<file path="src/core/scr_defines.vh">
// Constants for the sensor command register bank and its configuration checksum
`ifndef SCR_DEFINES_VH
`define SCR_DEFINES_VH

// Command byte layout
`define SCR_CMD_REGION_HI    7
`define SCR_CMD_REGION_LO    5
`define SCR_CMD_ADDR_HI      4
`define SCR_CMD_ADDR_LO      1
`define SCR_CMD_DIR_BIT      0
`define SCR_REGION_REG       3'h4
`define SCR_DIR_READ         1'b1

// Register addresses inside the 16-bit register region
`define SCR_ADDR_STATUS_CTRL 4'h1
`define SCR_ADDR_ENTRY_KEY   4'ha
`define SCR_ADDR_PERMIT      4'hb

// Unlock key
`define SCR_ENTRY_KEY        16'h16f4

// status_and_control fields
`define SCR_BIT_DIAG_PRESENT 15
`define SCR_BIT_DIAG_OVRD    14
`define SCR_BIT_LOW_SUPPLY   12
`define SCR_BIT_CP_CLOCK     11
`define SCR_BIT_CORR_ERR     8
`define SCR_BIT_FATAL_ERR    7
`define SCR_BIT_FIELD_LOST   6
`define SCR_BIT_CRC_BAD      4

// program_permit_control fields
`define SCR_BIT_PERMIT       11

// Reset values
`define SCR_RST_DIAG_OVRD    1'b0
`define SCR_RST_CP_CLOCK     1'b0
`define SCR_RST_PERMIT       1'b0

// Checksum
`define SCR_CRC_POLY         9'h107
`define SCR_CRC_INIT         8'hff
`define SCR_CRC_MSB_MASK     9'h100
`define SCR_CFG_WORDS        8
`define SCR_CFG_LAST_IDX     3'h7
`define SCR_CFG_FIRST_ADDR   4'h8
`define SCR_CRC_FIELD_MASK   16'hff00
`define SCR_WORD_BITS        5'h10

// Timing
`define SCR_CLK_MHZ          25
`define SCR_ENTRY_WINDOW_US  20000
`define SCR_ENTRY_WINDOW_CYC (`SCR_ENTRY_WINDOW_US * `SCR_CLK_MHZ)

`endif

</file>
<file path="src/core/scr_command_regs.v">
// Command-mode register bank of one sensor channel with start-up checksum check
//
// Overview of operation
// - Key 16F4h via 94h in window enters command mode
// - Bit 15 shows diagnostic condition, ignores override
// - Write-only bit 14 forces diagnostics off, resets 0
// - Read-only bit 12 flags low supply
// - Bit 11 charge pump clock, writable in command mode without permit
// - Bit 8 sticky corrected error, per readout
// - Bit 7 sticky uncorrectable error, per readout
// - Bit 6 sticky field loss, diag if enabled
// - Bit 4 checksum mismatch, evaluated each start-up
// - Write-only permit bit 11 at 96h, resets 0
// - Checksum polynomial 0x107, 8-bit remainder
// - Checksum starts at FFh
// - Words fed MSB first, shifted into LSB
// - XOR polynomial when remainder bit 8 set
// - Stored checksum byte taken as zero
// - Recompute with stored byte gives zero
// - Checksum covers words 8h to Fh ascending
// - Only power-on reset leaves command mode
// - Command byte: region, address, direction bits
`timescale 1ns/1ps
`include "scr_defines.vh"

module scr_command_regs #(
  parameter ENTRY_WINDOW_CYCLES = `SCR_ENTRY_WINDOW_CYC
) (
  // Clock and reset
  input  wire         clk,
  input  wire         reset_n,
  // Decoded commands from the link framer
  input  wire         cmdValid,
  input  wire [7:0]   cmdByte,
  input  wire [15:0]  cmdData,
  output wire         rdValid,
  output wire [15:0]  rdData,
  // Condition inputs from analog monitors
  input  wire         lowSupplyIn,
  input  wire         fieldLostIn,
  input  wire         fieldLossDetEnable,
  // Memory readout events
  input  wire         memReadDone,
  input  wire         eccCorrected,
  input  wire         eccFatal,
  // Configuration words 8h..Fh, word 8h in the low bits
  input  wire [127:0] cfgWords,
  // Mode and control outputs
  output wire         cmdModeActive,
  output wire         diagModeActive,
  output wire         chargePumpClockOn,
  output wire         programPermit,
  output wire         crcCheckDone,
  output wire [7:0]   crcValue
);

  localparam [3:0] ST_INIT = 4'b0001;
  localparam [3:0] ST_FEED = 4'b0010;
  localparam [3:0] ST_WAIT = 4'b0100;
  localparam [3:0] ST_DONE = 4'b1000;

  // Reset release synchroniser
  reg         rstMeta_r;
  reg         rstSync_r;
  wire        rstN;

  always @(posedge clk or negedge reset_n) begin
    if (!reset_n) begin
      rstMeta_r <= 1'b0;
      rstSync_r <= 1'b0;
    end else begin
      rstMeta_r <= 1'b1;
      rstSync_r <= rstMeta_r;
    end
  end

  assign rstN = rstSync_r;

  // Two-stage synchronisers for the asynchronous monitor levels
  wire [1:0]  condAsync;
  wire [1:0]  condSync;

  assign condAsync = {fieldLostIn, lowSupplyIn};

  genvar gi;
  generate
    for (gi = 0; gi < 2; gi = gi + 1) begin : gSync
      reg meta_r;
      reg sync_r;
      always @(posedge clk or negedge rstN) begin
        if (!rstN) begin
          meta_r <= 1'b0;
          sync_r <= 1'b0;
        end else begin
          meta_r <= condAsync[gi];
          sync_r <= meta_r;
        end
      end
      assign condSync[gi] = sync_r;
    end
  endgenerate

  // Entry window after power-on reset
  reg  [31:0] winCnt_r;
  wire        windowOpen;

  assign windowOpen = (winCnt_r < ENTRY_WINDOW_CYCLES);

  always @(posedge clk or negedge rstN) begin
    if (!rstN) begin
      winCnt_r <= 32'h00000000;
    end else if (windowOpen) begin
      winCnt_r <= winCnt_r + 32'h00000001;
    end
  end

  // Command byte decode
  wire [2:0]  cmdRegion;
  wire [3:0]  cmdAddr;
  wire        cmdIsRead;
  wire        regRegion;

  assign cmdRegion = cmdByte[`SCR_CMD_REGION_HI:`SCR_CMD_REGION_LO];
  assign cmdAddr   = cmdByte[`SCR_CMD_ADDR_HI:`SCR_CMD_ADDR_LO];
  assign cmdIsRead = (cmdByte[`SCR_CMD_DIR_BIT] == `SCR_DIR_READ);
  assign regRegion = (cmdRegion == `SCR_REGION_REG);

  // Sticky status flags and control bits
  reg         cmdMode_r;
  reg         diagOverride_r;
  reg         cpClock_r;
  reg         permit_r;
  reg         lowSupply_r;
  reg         fieldLost_r;
  reg         corrErr_r;
  reg         fatalErr_r;
  reg         crcBad_r;
  wire        diagPresent;
  wire        keyAllowed;
  wire        keyWrite;
  wire        regWrite;

  assign diagPresent = fatalErr_r | crcBad_r | lowSupply_r
                     | (fieldLost_r & fieldLossDetEnable);
  assign keyAllowed  = windowOpen | (diagPresent & ~diagOverride_r);
  assign keyWrite    = cmdValid & regRegion & ~cmdIsRead
                     & (cmdAddr == `SCR_ADDR_ENTRY_KEY);
  assign regWrite    = cmdValid & regRegion & ~cmdIsRead & cmdMode_r;

  // Command mode latches until reset only
  always @(posedge clk or negedge rstN) begin
    if (!rstN) begin
      cmdMode_r <= 1'b0;
    end else if (keyWrite && keyAllowed && cmdData == `SCR_ENTRY_KEY) begin
      cmdMode_r <= 1'b1;
    end
  end

  // Writable control bits; other bits of the written word are dropped
  always @(posedge clk or negedge rstN) begin
    if (!rstN) begin
      diagOverride_r <= `SCR_RST_DIAG_OVRD;
      cpClock_r      <= `SCR_RST_CP_CLOCK;
      permit_r       <= `SCR_RST_PERMIT;
    end else if (regWrite) begin
      if (cmdAddr == `SCR_ADDR_STATUS_CTRL) begin
        diagOverride_r <= cmdData[`SCR_BIT_DIAG_OVRD];
        cpClock_r      <= cmdData[`SCR_BIT_CP_CLOCK];
      end
      if (cmdAddr == `SCR_ADDR_PERMIT) begin
        permit_r <= cmdData[`SCR_BIT_PERMIT];
      end
    end
  end

  // Monitor flags hold until power-on reset
  always @(posedge clk or negedge rstN) begin
    if (!rstN) begin
      lowSupply_r <= 1'b0;
      fieldLost_r <= 1'b0;
      corrErr_r   <= 1'b0;
      fatalErr_r  <= 1'b0;
    end else begin
      lowSupply_r <= lowSupply_r | condSync[0];
      fieldLost_r <= fieldLost_r | condSync[1];
      if (memReadDone) begin
        corrErr_r  <= corrErr_r | eccCorrected;
        fatalErr_r <= fatalErr_r | eccFatal;
      end
    end
  end

  // Start-up checksum sequencer over the configuration words
  reg  [3:0]  state_r;
  reg  [3:0]  state_nxt;
  reg  [2:0]  wordIdx_r;
  reg  [7:0]  crcHold_r;
  wire [15:0] rawWord;
  wire [15:0] feedWord;
  wire [7:0]  storedCrc;
  wire        engBusy;
  wire        engDone;
  wire [7:0]  engCrc;
  wire        engInit;
  wire        engStart;

  assign rawWord   = cfgWords[{wordIdx_r, 4'h0} +: 16];
  assign feedWord  = (wordIdx_r == `SCR_CFG_LAST_IDX) ?
                     (rawWord & `SCR_CRC_FIELD_MASK) : rawWord;
  assign storedCrc = cfgWords[119:112];
  assign engInit   = (state_r == ST_INIT);
  assign engStart  = (state_r == ST_FEED);

  scr_crc8 uCrc (
    .clk   (clk),
    .rstN  (rstN),
    .init  (engInit),
    .start (engStart),
    .word  (feedWord),
    .busy  (engBusy),
    .done  (engDone),
    .crc   (engCrc)
  );

  always @* begin
    state_nxt = state_r;
    case (state_r)
      ST_INIT: state_nxt = ST_FEED;
      ST_FEED: state_nxt = engBusy ? ST_FEED : ST_WAIT;
      ST_WAIT: begin
        if (engDone) begin
          state_nxt = (wordIdx_r == `SCR_CFG_LAST_IDX) ? ST_DONE : ST_FEED;
        end
      end
      ST_DONE: state_nxt = ST_DONE;
      default: state_nxt = ST_INIT;
    endcase
  end

  always @(posedge clk or negedge rstN) begin
    if (!rstN) begin
      state_r   <= ST_INIT;
      wordIdx_r <= 3'h0;
      crcHold_r <= 8'h00;
      crcBad_r  <= 1'b0;
    end else begin
      state_r <= state_nxt;
      if (state_r == ST_WAIT && engDone) begin
        wordIdx_r <= wordIdx_r + 3'h1;
        if (wordIdx_r == `SCR_CFG_LAST_IDX) begin
          crcHold_r <= engCrc;
          crcBad_r  <= (engCrc != storedCrc);
        end
      end
    end
  end

  // Read answers; write-only fields and reserved bits read as zero
  reg         rdValid_r;
  reg  [15:0] rdData_r;
  reg  [15:0] statusWord;

  always @* begin
    statusWord = 16'h0000;
    statusWord[`SCR_BIT_DIAG_PRESENT] = diagPresent;
    statusWord[`SCR_BIT_LOW_SUPPLY]   = lowSupply_r;
    statusWord[`SCR_BIT_CP_CLOCK]     = cpClock_r;
    statusWord[`SCR_BIT_CORR_ERR]     = corrErr_r;
    statusWord[`SCR_BIT_FATAL_ERR]    = fatalErr_r;
    statusWord[`SCR_BIT_FIELD_LOST]   = fieldLost_r;
    statusWord[`SCR_BIT_CRC_BAD]      = crcBad_r;
  end

  always @(posedge clk or negedge rstN) begin
    if (!rstN) begin
      rdValid_r <= 1'b0;
      rdData_r  <= 16'h0000;
    end else begin
      rdValid_r <= 1'b0;
      if (cmdValid && cmdIsRead && cmdMode_r) begin
        rdValid_r <= 1'b1;
        if (regRegion && cmdAddr == `SCR_ADDR_STATUS_CTRL) begin
          rdData_r <= statusWord;
        end else begin
          rdData_r <= 16'h0000;
        end
      end
    end
  end

  assign rdValid           = rdValid_r;
  assign rdData            = rdData_r;
  assign cmdModeActive     = cmdMode_r;
  assign diagModeActive    = diagPresent & ~diagOverride_r;
  assign chargePumpClockOn = cpClock_r;
  assign programPermit     = permit_r;
  assign crcCheckDone      = (state_r == ST_DONE);
  assign crcValue          = crcHold_r;

endmodule

</file>
<file path="src/core/scr_crc8.v">
// Bit-serial checksum engine, one data bit per clock, MSB first
`timescale 1ns/1ps
`include "scr_defines.vh"

module scr_crc8 (
  // Clock and reset
  input  wire        clk,
  input  wire        rstN,
  // Control
  input  wire        init,
  input  wire        start,
  input  wire [15:0] word,
  // Result
  output wire        busy,
  output wire        done,
  output wire [7:0]  crc
);

  reg  [7:0]  crc_r;
  reg  [15:0] shift_r;
  reg  [4:0]  cnt_r;
  reg         busy_r;
  reg         done_r;
  reg  [8:0]  step;

  // Shift remainder left, data bit into LSB, fold in polynomial on bit 8
  always @* begin
    step = {crc_r, shift_r[15]};
    if ((step & `SCR_CRC_MSB_MASK) != 9'h000) begin
      step = step ^ `SCR_CRC_POLY;
    end
  end

  always @(posedge clk or negedge rstN) begin
    if (!rstN) begin
      crc_r   <= `SCR_CRC_INIT;
      shift_r <= 16'h0000;
      cnt_r   <= 5'h00;
      busy_r  <= 1'b0;
      done_r  <= 1'b0;
    end else begin
      done_r <= 1'b0;
      if (init && !busy_r) begin
        crc_r <= `SCR_CRC_INIT;
      end else if (start && !busy_r) begin
        shift_r <= word;
        cnt_r   <= `SCR_WORD_BITS;
        busy_r  <= 1'b1;
      end else if (busy_r) begin
        crc_r   <= step[7:0];
        shift_r <= {shift_r[14:0], 1'b0};
        cnt_r   <= cnt_r - 5'h01;
        if (cnt_r == 5'h01) begin
          busy_r <= 1'b0;
          done_r <= 1'b1;
        end
      end
    end
  end

  assign busy = busy_r;
  assign done = done_r;
  assign crc  = crc_r;

endmodule

</file>
<file path="config.mk">
export PLATFORM = sky130hd
export DESIGN_NAME = scr_command_regs
export DESIGN_NICKNAME = d
export VERILOG_FILES = /design/src/core/scr_command_regs.v /design/src/core/scr_crc8.v
export VERILOG_INCLUDE_DIRS = /design/src /design/src/core
export SDC_FILE = /design/constraint.sdc
export NUM_CORES = 1
export LEC_CHECK = 0
export ABC_AREA = 1
export BUFFER_PORTS_ARGS = -buffer_cell sky130_fd_sc_hd__buf_2
export CAP_MARGIN = 25
export CORE_ASPECT_RATIO = 0.5
export CORE_MARGIN = 3
export CORE_UTILIZATION = 50
export CTS_BUF_LIST = sky130_fd_sc_hd__clkbuf_4
export DETAILED_ROUTE_END_ITERATION = 6
export PLACE_DENSITY = 0.79
export REMOVE_ABC_BUFFERS = 1
export SLEW_MARGIN = 15
export SYNTH_ARGS = -nofsm -noshare
export SYNTH_HDL_FRONTEND = slang
export SYNTH_SLANG_ARGS = --single-unit
</file>
<file path="constraint.sdc">
create_clock -name clk -period 9.1 [get_ports clk]
set_input_delay 0.91 -clock clk [delete_from_list [all_inputs] [get_ports clk]]
set_output_delay 0.91 -clock clk [all_outputs]
set_load 0.02 [all_outputs]
</file>
==> run summary, run 1 <==
Status -> finished clean
Resized Gates After CTS -> 0
IO Count -> 191
Cell Area, Placed -> 0.006578 sq mm
CTS buffer count -> 9
Post-Layout Cell Count -> 1055
Crit path launch type -> flop
Fraction of layout instances using a drive strength above 1 -> 0.2560
Max frequency -> 0.3905 GHz
Cells after DPL -> 1038
Post-CTS Hold Buffers -> 0
Setup Viol. Count Final -> 0
Die Span Y -> 81.95 um
Synthesis-to-layout area growth -> 17.33%
Max Cap Violations -> 0
RSZ-0062 raised after global routing -> false
Setup TNS -> 0 ns
Post-synth top flop -> dfrtp_1
Final setup margin -> 6.539 ns
CTS tree -> yes
Yosys reg bits -> 101
Worst VDD drop -> 0.06479 mV
Max-slew violations -> 0
Skew final -> 0.01918 ns
Area share of the largest cell type after synthesis -> 0.3991
Max H-tree Level -> 3
Final Hold Viols -> 0
Grt ovf -> 0
Count leader, synth -> nand2_1
Sequential share of the synthesized area -> 0.4401
Nets -> 1071
Area contributors post-synth -> dfrtp_1 (40%), nand2_1 (10%), nor2_1 (8.5%), o21ai_0 (7.7%), o211ai_1 (4.2%)
Design Area, Final -> 0.006768 sq mm
Total track usage -> 0.2141
Crit-path cells -> inv_2 > o21ai_0 > o22ai_1 > o211ai_1 > nand2_1
Pre-antenna DRT Iters -> 5
Fin util -> 0.6089
Setup bufs post-CTS -> 0
Max_slew headroom -> 0.3155
Switching power -> 224.7 uW
Sw frac -> 0.2515
# rows -> 27
Setup crit start -> wordIdx_r[0]
Vias in the first global route -> 4813
Register Area -> 0.002545 sq mm
Post-DRT Antenna Nets -> 0
Core Region -> 0.01111 sq mm
N_diodes -> 0
Pin count of the biggest net entering global routing -> 71
Initial Util -> 0.5190
Post-synth EDFFs -> 0
Yosys cell types -> 36
Pre-CTS WS -> 6.553 ns
Synthesized cell area -> 0.005768 sq mm
Critical path endpoint category -> flop
Full die area -> 0.01294 sq mm
Placed wire-length estimate -> 10.48 mm
Share of synthesized registers carrying an async set or reset -> 1.000
Vias -> 5451
Lkg Pwr -> 3.382 nW
First-pass GRT wire length -> 22.37 mm
Sink Count -> 101
Die W -> 157.9 um
Critical path fanouts, max -> 67
Initial antenna violation count -> 0
Combinational power share -> 0.128
Initial drt markers -> 332
Total power -> 893.5 uW
Worst Tran Pin Value -> 1.027 ns
Worst skew pair latency -> 0.45 ns
DRC violations left -> 0
Multi-input gate area in the final layout -> 0.002726 sq mm
Post-synth top cells -> nand2_1 (158), nor2_1 (131), dfrtp_1 (92)
HP Class -> in2async
CTS max path bufs -> 2
Drt wl/cell -> 13.33 um
Yosys Warn Count -> 0
Port Buffers -> 181
CP required -> 9.45 ns
Internal power -> 668.9 uW
Worst R2R Start -> wordIdx_r[0]
WP data arrival -> 2.91 ns
PwrDens -> 132.0 mW/mm^2
Via density -> 5.167
CP max stage delay -> 1.06 ns
Period utilization -> 0.2814
CTS Root Cell -> clkbuf_4
Clock network power share -> 0.292
Post-synth top area cell -> dfrtp_1
Slowest-stage cell, CP -> dfrtp_2
Sequential power share -> 0.581
Path type of the worst setup path -> reg2reg
Mean Syn Cell Area -> 7.610 sq um
Min cycle time layout -> 2.561 ns
Clock-pin slew on the worst setup and hold paths -> 0.15 ns
Fillers -> 989
Post-Syn Instances -> 758
Routed Wire Length -> 14.06 mm
GPL Wtd Cong -> 0.8613
Hold slack -> 0.2301 ns
-- final timing paths --
check | endpoint | slack, ns | cells past startpoint
max | uCrc.shift_r[0] | 6.54 | 5
min | rstN | 0.23 | 1
max reg2reg | uCrc.shift_r[0] | 6.54 | 5
min reg2reg | uCrc.shift_r[10] | 0.25 | 0
max in group asynchronous | winCnt_r[16] | 7.65 | 1
min in group clk | gSync[0].sync_r | 0.37 | 0
-- registers in the layout (all words and copies together) (netlist names), 2 cells and up --
| register | flops |
|---|---|
| gSync.sync_r | 2 |
| gSync.meta_r | 2 |
| rdData | 7 |
| uCrc.shift_r | 16 |
| crcValue | 8 |
| winCnt_r | 32 |
| uCrc.crc | 8 |
| uCrc.cnt_r | 5 |
| state_r | 4 |
| wordIdx_r | 3 |
-- per-layer routing --
| metal | global-route usage | vias to the layer above | wire (um) |
|---|---|---|---|
| met5 | 0 | - | 0 |
| met4 | 0.05195 | 0 | 184 |
| met3 | 0.04316 | 17 | 719 |
| met2 | 0.3613 | 149 | 6971 |
| met1 | 0.2873 | 2539 | 6184 |
| li1 | - | 2746 | - |
-- cells by family (layout without fill, tap and decap cells) --
kind of cell,count (synthesis),after routing,share of synthesized area
other cells,2,10,0.001302
buf+inv,111,255,0.09241
compound gates,151,151,0.1501
fa+ha+maj,5,5,0.01085
flops,101,101,0.4401
xor+xnor,27,27,0.04100
simple gates,361,361,0.2642
-- final cells by class --
type                       instances  share of cell area
tap                              145             0.02681
sequential                       101              0.3760
timing repair buffer             183              0.1390
inverter                          56             0.03124
clock buffer                      12             0.01331
clock inverter                     4             0.01072
multi-input combinational        554              0.4028
-- worst max-delay path, delay by kind of cell, from the launching register on --
kind / cells / cell delay, ns
DFF: 1 / 1.06
buffers and inverters: 1 / 0.63
AOI/OAI and AO/OA: 3 / 0.63
and+or+nand+nor: 1 / 0.06
-- cell usage in the layout, fill, tap and decap left out, drive strengths merged --
master,instances
xnor2,12
buf,183
clkinv,2
bufinv,2
o21ai,96
nand2,161
conb,10
o31ai,4
nand3b,3
nor2,138
xor2,15
o21bai,1
o211ai,32
nor4,6
ha,5
dfrtp,92
dfstp,9
inv,55
or2,4
nand3,34
a21oi,7
nor3,7
clkinvlp,1
o22ai,11
clkbuf,12
nand4,7
nor3b,1
-- power groups by stage --
stage	logic, mW	registers (mW)	clock network (mW)
6_report	0.114	0.519	0.261
5_1_grt	0.128	0.524	0.288
4_1_cts	0.115	0.518	0.268
3_5_place_dp	0.114	0.527	0
3_3_place_gp	0.112	0.525	0
2_1_floorplan	0.0629	0.523	0
Note: power is estimated with default switching activity, not from simulation.
==> inputs of run 2 (changes only) <==
- ABC_AREA: 1 -> 0
- CORE_UTILIZATION: 50 -> 47
- PLACE_DENSITY: 0.79 -> 0.8
- clock period: 9.1 -> 2.35 ns (I/O delays scaled with it)
==> run 2 against run 1 <==
  * Via count decreased by 26%
  * Setup slack got worse by 6.2 ns
  * Cell area decreased by 4.2%
  * Largest cell class is now sequential cells
  * Critical path type unchanged
  * Die area decreased by 3.3%
  * Largest power group unchanged
==> run summary, run 2 <==
Reg2reg end -> uCrc.shift_r[6]
Setup Viol. Count Final -> 0 (unchanged)
Grt ovf -> 0 (unchanged)
Largest Register -> winCnt_r
Status -> finished clean
Max-slew violations -> 0 (unchanged)
Core Region -> 0.01051 sq mm (-5.5%)
HP Class -> in2async
CP required -> 2.76 ns (-6.69 ns)
Yosys Warn Count -> 0 (unchanged)
Setup bufs post-CTS -> 0 (unchanged)
Post-Syn Instances -> 428 (-44%)
Crit path launch type -> flop
Pin count of the biggest net entering global routing -> 53 (-25%)
Port Buffers -> 181 (unchanged)
Post-DRT Antenna Nets -> 0 (unchanged)
Cell depth of the worst flop-to-flop path -> 5 (unchanged)
Die Span Y -> 80.62 um (-1.6%)
Die W -> 155.2 um (-1.7%)
Clock-pin slew on the worst setup and hold paths -> 0.15 ns (about the same)
Setup TNS -> 0 ns (unchanged)
CTS buffer count -> 9 (unchanged)
Worst skew pair latency -> 0.47 ns (+0.02 ns)
Placed wire-length estimate -> 9.450 mm (-9.8%)
Hold slack -> 0.05453 ns (-0.1756 ns)
Final Hold Viols -> 0 (unchanged)
WP data arrival -> 2.43 ns (-0.48 ns)
Fraction of layout instances using a drive strength above 1 -> 0.4351 (+0.1791)
Pre-antenna DRT Iters -> 5 (unchanged)
Synthesized cell area -> 0.005234 sq mm (-9.3%)
Drt wl/cell -> 16.39 um (+23%)
Cell Area, Placed -> 0.006227 sq mm (-5.3%)
Min cycle time layout -> 2.016 ns (-0.5449 ns)
Sequential share of the synthesized area -> 0.4851 (+0.04493)
Design Area, Final -> 0.006481 sq mm (-4.2%)
PwrDens -> 535.3 mW/mm^2 (+310%)
Post-synth top cells -> dfrtp_1 (92), mux4_2 (32), clkbuf_1 (25)
Skew final -> 0.01711 ns (-0.002075 ns)
Most common cell after layout, fill and taps aside -> buf_2
Yosys reg bits -> 101 (unchanged)
N_diodes -> 0 (unchanged)
Worst VDD drop -> 0.2387 mV (+270%)
Share of synthesized registers carrying an async set or reset -> 1.000 (unchanged)
Fillers -> 881 (-11%)
Path type of the worst setup path -> reg2reg
Total track usage -> 0.2011 (-0.01298)
Critical path fanouts, max -> 11 (-84%)
Final setup margin -> 0.3338 ns (-6.205 ns)
Synthesis-to-layout area growth -> 23.83%
Period utilization -> 0.8580 (+0.5765)
Sink Count -> 101 (unchanged)
Vias in the first global route -> 4050 (-16%)
Mean Syn Cell Area -> 12.23 sq um (+61%)
Area contributors post-synth -> dfrtp_1 (44%), mux4_2 (14%), dfstp_2 (4.5%), xnor2_1 (3.7%), mux2i_1 (3.3%)
Total power -> 3.469 mW (+290%)
Routed Wire Length -> 12.28 mm (-13%)
RSZ-0062 raised after global routing -> false
Critical path endpoint category -> flop
Max frequency -> 0.4960 GHz (+27%)
DRC violations left -> 0 (unchanged)
Post-synth top area cell -> dfrtp_1
Resized Gates After CTS -> 0 (unchanged)
Max H-tree Level -> 3 (unchanged)
# rows -> 26 (-3.7%)
Pre-CTS WS -> 0.3634 ns (-6.189 ns)
CTS Root Cell -> clkbuf_4
Count leader, synth -> dfrtp_1
CTS tree -> yes
Full die area -> 0.01252 sq mm (-3.3%)
GPL Wtd Cong -> 0.7811 (-9.3%)
Area share of the largest cell type after synthesis -> 0.4399 (+0.04074)
FF-to-FF setup slack -> 0.33 ns (-6.21 ns)
CTS max path bufs -> 2 (unchanged)
Vias -> 4030 (-26%)
Initial antenna violation count -> 0 (unchanged)
Worst R2R Start -> state_r[1]
Worst Tran Pin Value -> 0.8620 ns (-0.1648 ns)
IO Count -> 191 (unchanged)
Nets -> 770 (-28%)
First-pass GRT wire length -> 19.75 mm (-12%)
Initial drt markers -> 203 (-39%)
Post-CTS Hold Buffers -> 9 (+9)
Top flop regs -> winCnt_r (32), uCrc.shift_r (16)
Commonest non-fill, non-tap cells in the layout -> buf_2 (181), dfrtp_1 (90), mux4_2 (32), xnor2_1 (22), nand2_1 (20)
Max reg flops -> 32 (unchanged)
Yosys cell types -> 60 (+67%)
Post-synth top flop -> dfrtp_1
Via density -> 5.381 (+4.1%)
Post-synth EDFFs -> 0 (unchanged)
Max Cap Violations -> 0 (unchanged)
Max_slew headroom -> 0.4232 (+0.1078)
Lkg Pwr -> 3.072 nW (-9.2%)
Initial Util -> 0.4981 (-0.02087)
[run 2: cells by family after synthesis]
| group | count (synthesis) | synth area share |
|---|---|---|
| other | 2 | 0.001435 |
| xor gates and xnor gates | 30 | 0.05020 |
| and+or+nand+nor | 103 | 0.1119 |
| adders and majority gates | 5 | 0.01195 |
| DFF | 101 | 0.4851 |
| buffers and inverters | 53 | 0.04805 |
| AOI/OAI and AO/OA | 72 | 0.09180 |
| muxes | 62 | 0.1996 |
[run 2: worst max path at each step]
| stage | from | to | slack (ns) | depth (start not counted) |
|---|---|---|---|---|
| 4_1_cts | crcBad_r | diagModeActive | 0.32 | 4 |
| 3_3_place_gp | cmdByte[6] | chargePumpClockOn | 0.51 | 6 |
| 2_1_floorplan | rstN | chargePumpClockOn | -0.66 | 0 |
| 5_1_grt | state_r[1] | uCrc.shift_r[3] | 0.16 | 5 |
| 3_5_place_dp | state_r[1] | uCrc.shift_r[3] | 0.36 | 5 |
| 6_report | state_r[1] | uCrc.shift_r[6] | 0.33 | 5 |
[run 2: cell type report]
| cell class | instances | area, sq um | area share |
|---|---|---|---|
| clock buffers | 9 | 67.56 | 0.01042 |
| clock inverters | 7 | 96.34 | 0.01486 |
| inverters | 9 | 33.78 | 0.005212 |
| multi-input cells | 282 | 2474 | 0.3817 |
| flip-flops and latches | 101 | 2544 | 0.3925 |
| well taps | 140 | 175.2 | 0.02703 |
| repair buffers | 201 | 1091 | 0.1683 |
[run 2: stage by stage]
step,std cells,util
2_1_floorplan,392,-
3_3_place_gp,724,0.5926
3_5_place_dp,724,0.5926
4_1_cts,749,0.6168
5_1_grt,749,0.6168
6_report,749,0.6168
[run 2: metal layers]
metal	part of all wire	wire length, um	track usage
met5	0	0	0
met4	0.012	149	0.05502
met2	0.50	6101	0.3450
met1	0.43	5263	0.2539
met3	0.062	763	0.05597
[run 2: worst max-delay path, stage by stage (launching register included)]
cell and delay, ns:
dfrtp_1 0.59, nor4b_2 0.45, and2_1 0.34, nand2b_1 0.24, o21ai_1 0.21, o21a_1 0.13
[run 2: power by group]
| part | total, mW | switching (mW) | internal [mW] | leakage, nW |
|---|---|---|---|---|
| logic | 0.436 | 0.153 | 0.283 | 1.70 |
| clock network | 1.03 | 0.588 | 0.438 | 0.0875 |
| registers | 2.01 | 0.129 | 1.88 | 1.28 |
==> inputs of run 3 (changes only) <==
- BUFFER_PORTS_ARGS: -buffer_cell sky130_fd_sc_hd__buf_2 -> unset
- CORE_UTILIZATION: 47 -> 50
- DONT_BUFFER_PORTS: unset -> 1
- PLACE_DENSITY: 0.8 -> 0.68
- SKIP_CTS_REPAIR_TIMING: unset -> 1
==> run 3 against run 2 <==
  * Via count decreased by 16%
  * Final cell count decreased by 24%
  * Register-to-register slack got worse by 0.06 ns
  * Non-clock buffer count decreased by 178
  * Sequential share of layout area increased by 6.2 points
  * First-iteration DRC count increased by 20%
  * Cell area decreased by 14%
  * Critical path type unchanged
  * Largest cell class unchanged
==> run summary, run 3 (synthesized netlist as in run 2, its figures left out) <==
Clock-pin slew on the worst setup and hold paths -> 0.18 ns (+0.03 ns)
HP Class -> in2reg
RSZ-0062 raised after global routing -> false
Max Cap Violations -> 0 (unchanged)
Max frequency -> 0.4814 GHz (-2.9%)
Post-Layout Cell Count -> 566 (-24%)
Vias in the first global route -> 3616 (-11%)
Routed Wire Length -> 11.94 mm (-2.7%)
Setup TNS -> 0 ns (unchanged)
CTS Root Cell -> clkbuf_4
Top flop regs -> winCnt_r (32), uCrc.shift_r (16)
GPL Wtd Cong -> 0.8516 (+9.0%)
Max H-tree Level -> 3 (unchanged)
Setup Viol. Count Final -> 0 (unchanged)
CTS max path bufs -> 2 (unchanged)
Core Region -> 0.009822 sq mm (-6.5%)
Post-DRT Antenna Nets -> 0 (unchanged)
Fillers -> 807 (-8.4%)
PwrDens -> 578.2 mW/mm^2 (+8.0%)
Crit-path cells -> nand4b_1 > or3_4 > dlygate4sd3_1 > mux2_4
Worst Hold End -> programPermit
# rows -> 25 (-3.8%)
Worst R2R Start -> cmdModeActive
Grt ovf -> 0 (unchanged)
Min-Delay Startpoint -> cmdByte[2]
Cell Area, Placed -> 0.005305 sq mm (-15%)
Fraction of layout instances using a drive strength above 1 -> 0.1926 (-0.2426)
FF-to-FF setup slack -> 0.27 ns (-0.06 ns)
Slowest-stage cell, CP -> dlygate4sd3_1
Commonest non-fill, non-tap cells in the layout -> dfrtp_1 (90), mux4_2 (32), xnor2_1 (22), nand2_1 (20), nor2_1 (19)
Initial drt markers -> 243 (+20%)
Nets -> 592 (-23%)
N_diodes -> 0 (unchanged)
Max reg flops -> 32 (unchanged)
Port Buffers -> 0 (-100%)
Largest Register -> winCnt_r
Lkg Pwr -> 2.328 nW (-24%)
Design Area, Final -> 0.005597 sq mm (-14%)
Reg2reg end -> chargePumpClockOn
Path type of the worst setup path -> reg2reg
CP max stage delay -> 0.59 ns (about the same)
Largest delay share family, worst path -> buffers and inverters
Pre-antenna DRT Iters -> 4 (-1)
Initial Util -> 0.5329 (+0.03477)
Drt wl/cell -> 21.10 um (+29%)
CTS buffer count -> 9 (unchanged)
Placed wire-length estimate -> 9.197 mm (-2.7%)
Final Hold Viols -> 0 (unchanged)
Skew final -> 0.02047 ns (+0.003361 ns)
Worst VDD drop -> 0.2355 mV (-1.3%)
Pin count of the biggest net entering global routing -> 53 (unchanged)
Worst Path Buf+Inv -> 1 (+1)
IO Count -> 191 (unchanged)
Hold slack -> 0.06563 ns (+0.01109 ns)
Sink Count -> 101 (unchanged)
Die Span Y -> 78.35 um (-2.8%)
Full die area -> 0.01181 sq mm (-5.7%)
Status -> finished clean
Synthesis-to-layout area growth -> 6.933%
Initial antenna violation count -> 0 (unchanged)
Period utilization -> 0.8840 (+0.02605)
Min cycle time layout -> 2.077 ns (+0.06122 ns)
CTS tree -> yes
Cell depth of the worst flop-to-flop path -> 4 (-1)
Vias -> 3388 (-16%)
DRC violations left -> 0 (unchanged)
Die W -> 150.7 um (-2.9%)
Most common cell after layout, fill and taps aside -> dfrtp_1
CP required -> 2.73 ns (-0.03 ns)
Max-slew violations -> 0 (unchanged)
Critical path fanouts, max -> 4 (-7)
Via density -> 5.986 (+11%)
WP data arrival -> 2.46 ns (+0.03 ns)
Worst Tran Pin Value -> 0.9324 ns (+0.07044 ns)
Worst skew pair latency -> 0.47 ns (about the same)
Hold Path Stages -> 3
Crit path launch type -> flop
Total track usage -> 0.1997 (-0.001420)
Max_slew headroom -> 0.3761 (-0.04713)
Critical path endpoint category -> flop
Cells after DPL -> 535 (-26%)
First-pass GRT wire length -> 18.44 mm (-6.7%)
==> run 3: cell types whose count changed in the layout (fill, tap and decap cells not counted), sizes merged <==
cell	delta
inv	+3
bufinv	-2
clkinv	-1
buf	-184
dlygate4sd3	+6
==> run 3: through the flow <==
stage / total power [mW] / utilization / setup slack (ns)
global placement: 2.320 / 0.5401 / 0.4813
global route: 3.388 / 0.5698 / 0.1493
detailed placement: 2.341 / 0.5401 / 0.3467
floorplan: 2.258 / - / -0.6561
CTS: 3.256 / 0.5545 / 0.3183
finish: 3.236 / 0.5698 / 0.2726
==> run 3: final cells by class <==
class	count	area, sq um	share of cell area
multi-input combinational	282	2474	0.4420
sequential	101	2544	0.4545
clock buffer	9	67.56	0.01207
clock inverter	7	73.82	0.01319
timing repair buffer	23	235.2	0.04203
inverter	9	33.78	0.006036
tap	135	168.9	0.03018
==> run 3: worst max-delay path by stage <==
| stage | slack (ns) | cells past startpoint | end | start |
|---|---|---|---|---|
| after floorplan | -0.66 | 0 | chargePumpClockOn | rstN |
| after global placement | 0.48 | 5 | uCrc.shift_r[7] | state_r[1] |
| after detailed placement | 0.35 | 5 | uCrc.shift_r[3] | state_r[1] |
| after CTS | 0.32 | 5 | uCrc.shift_r[3] | state_r[1] |
| after global routing | 0.15 | 5 | uCrc.shift_r[6] | state_r[1] |
| final | 0.27 | 4 | chargePumpClockOn | cmdModeActive |
==> run 3: routing by layer <==
layer / wire length (um) / vias up / global-route usage / share of wire
li1: - / 1559 / - / -
met1: 4874 / 1696 / 0.2446 / 0.41
met2: 6280 / 125 / 0.3609 / 0.53
met3: 698 / 8 / 0.05190 / 0.058
met4: 89 / 0 / 0.03888 / 0.0075
met5: 0 / - / 0 / 0
==> run 3: power by group <==
group	internal (mW)	switching (mW)
Sequential	1.88	0.132
Combinational	0.196	0.112
Clock	0.256	0.662
==> run 3: tightest hold or removal path, stage by stage <==
cell and delay (ns):
nand2_1 0.05, nor2_1 0.05, mux2_1 0.18
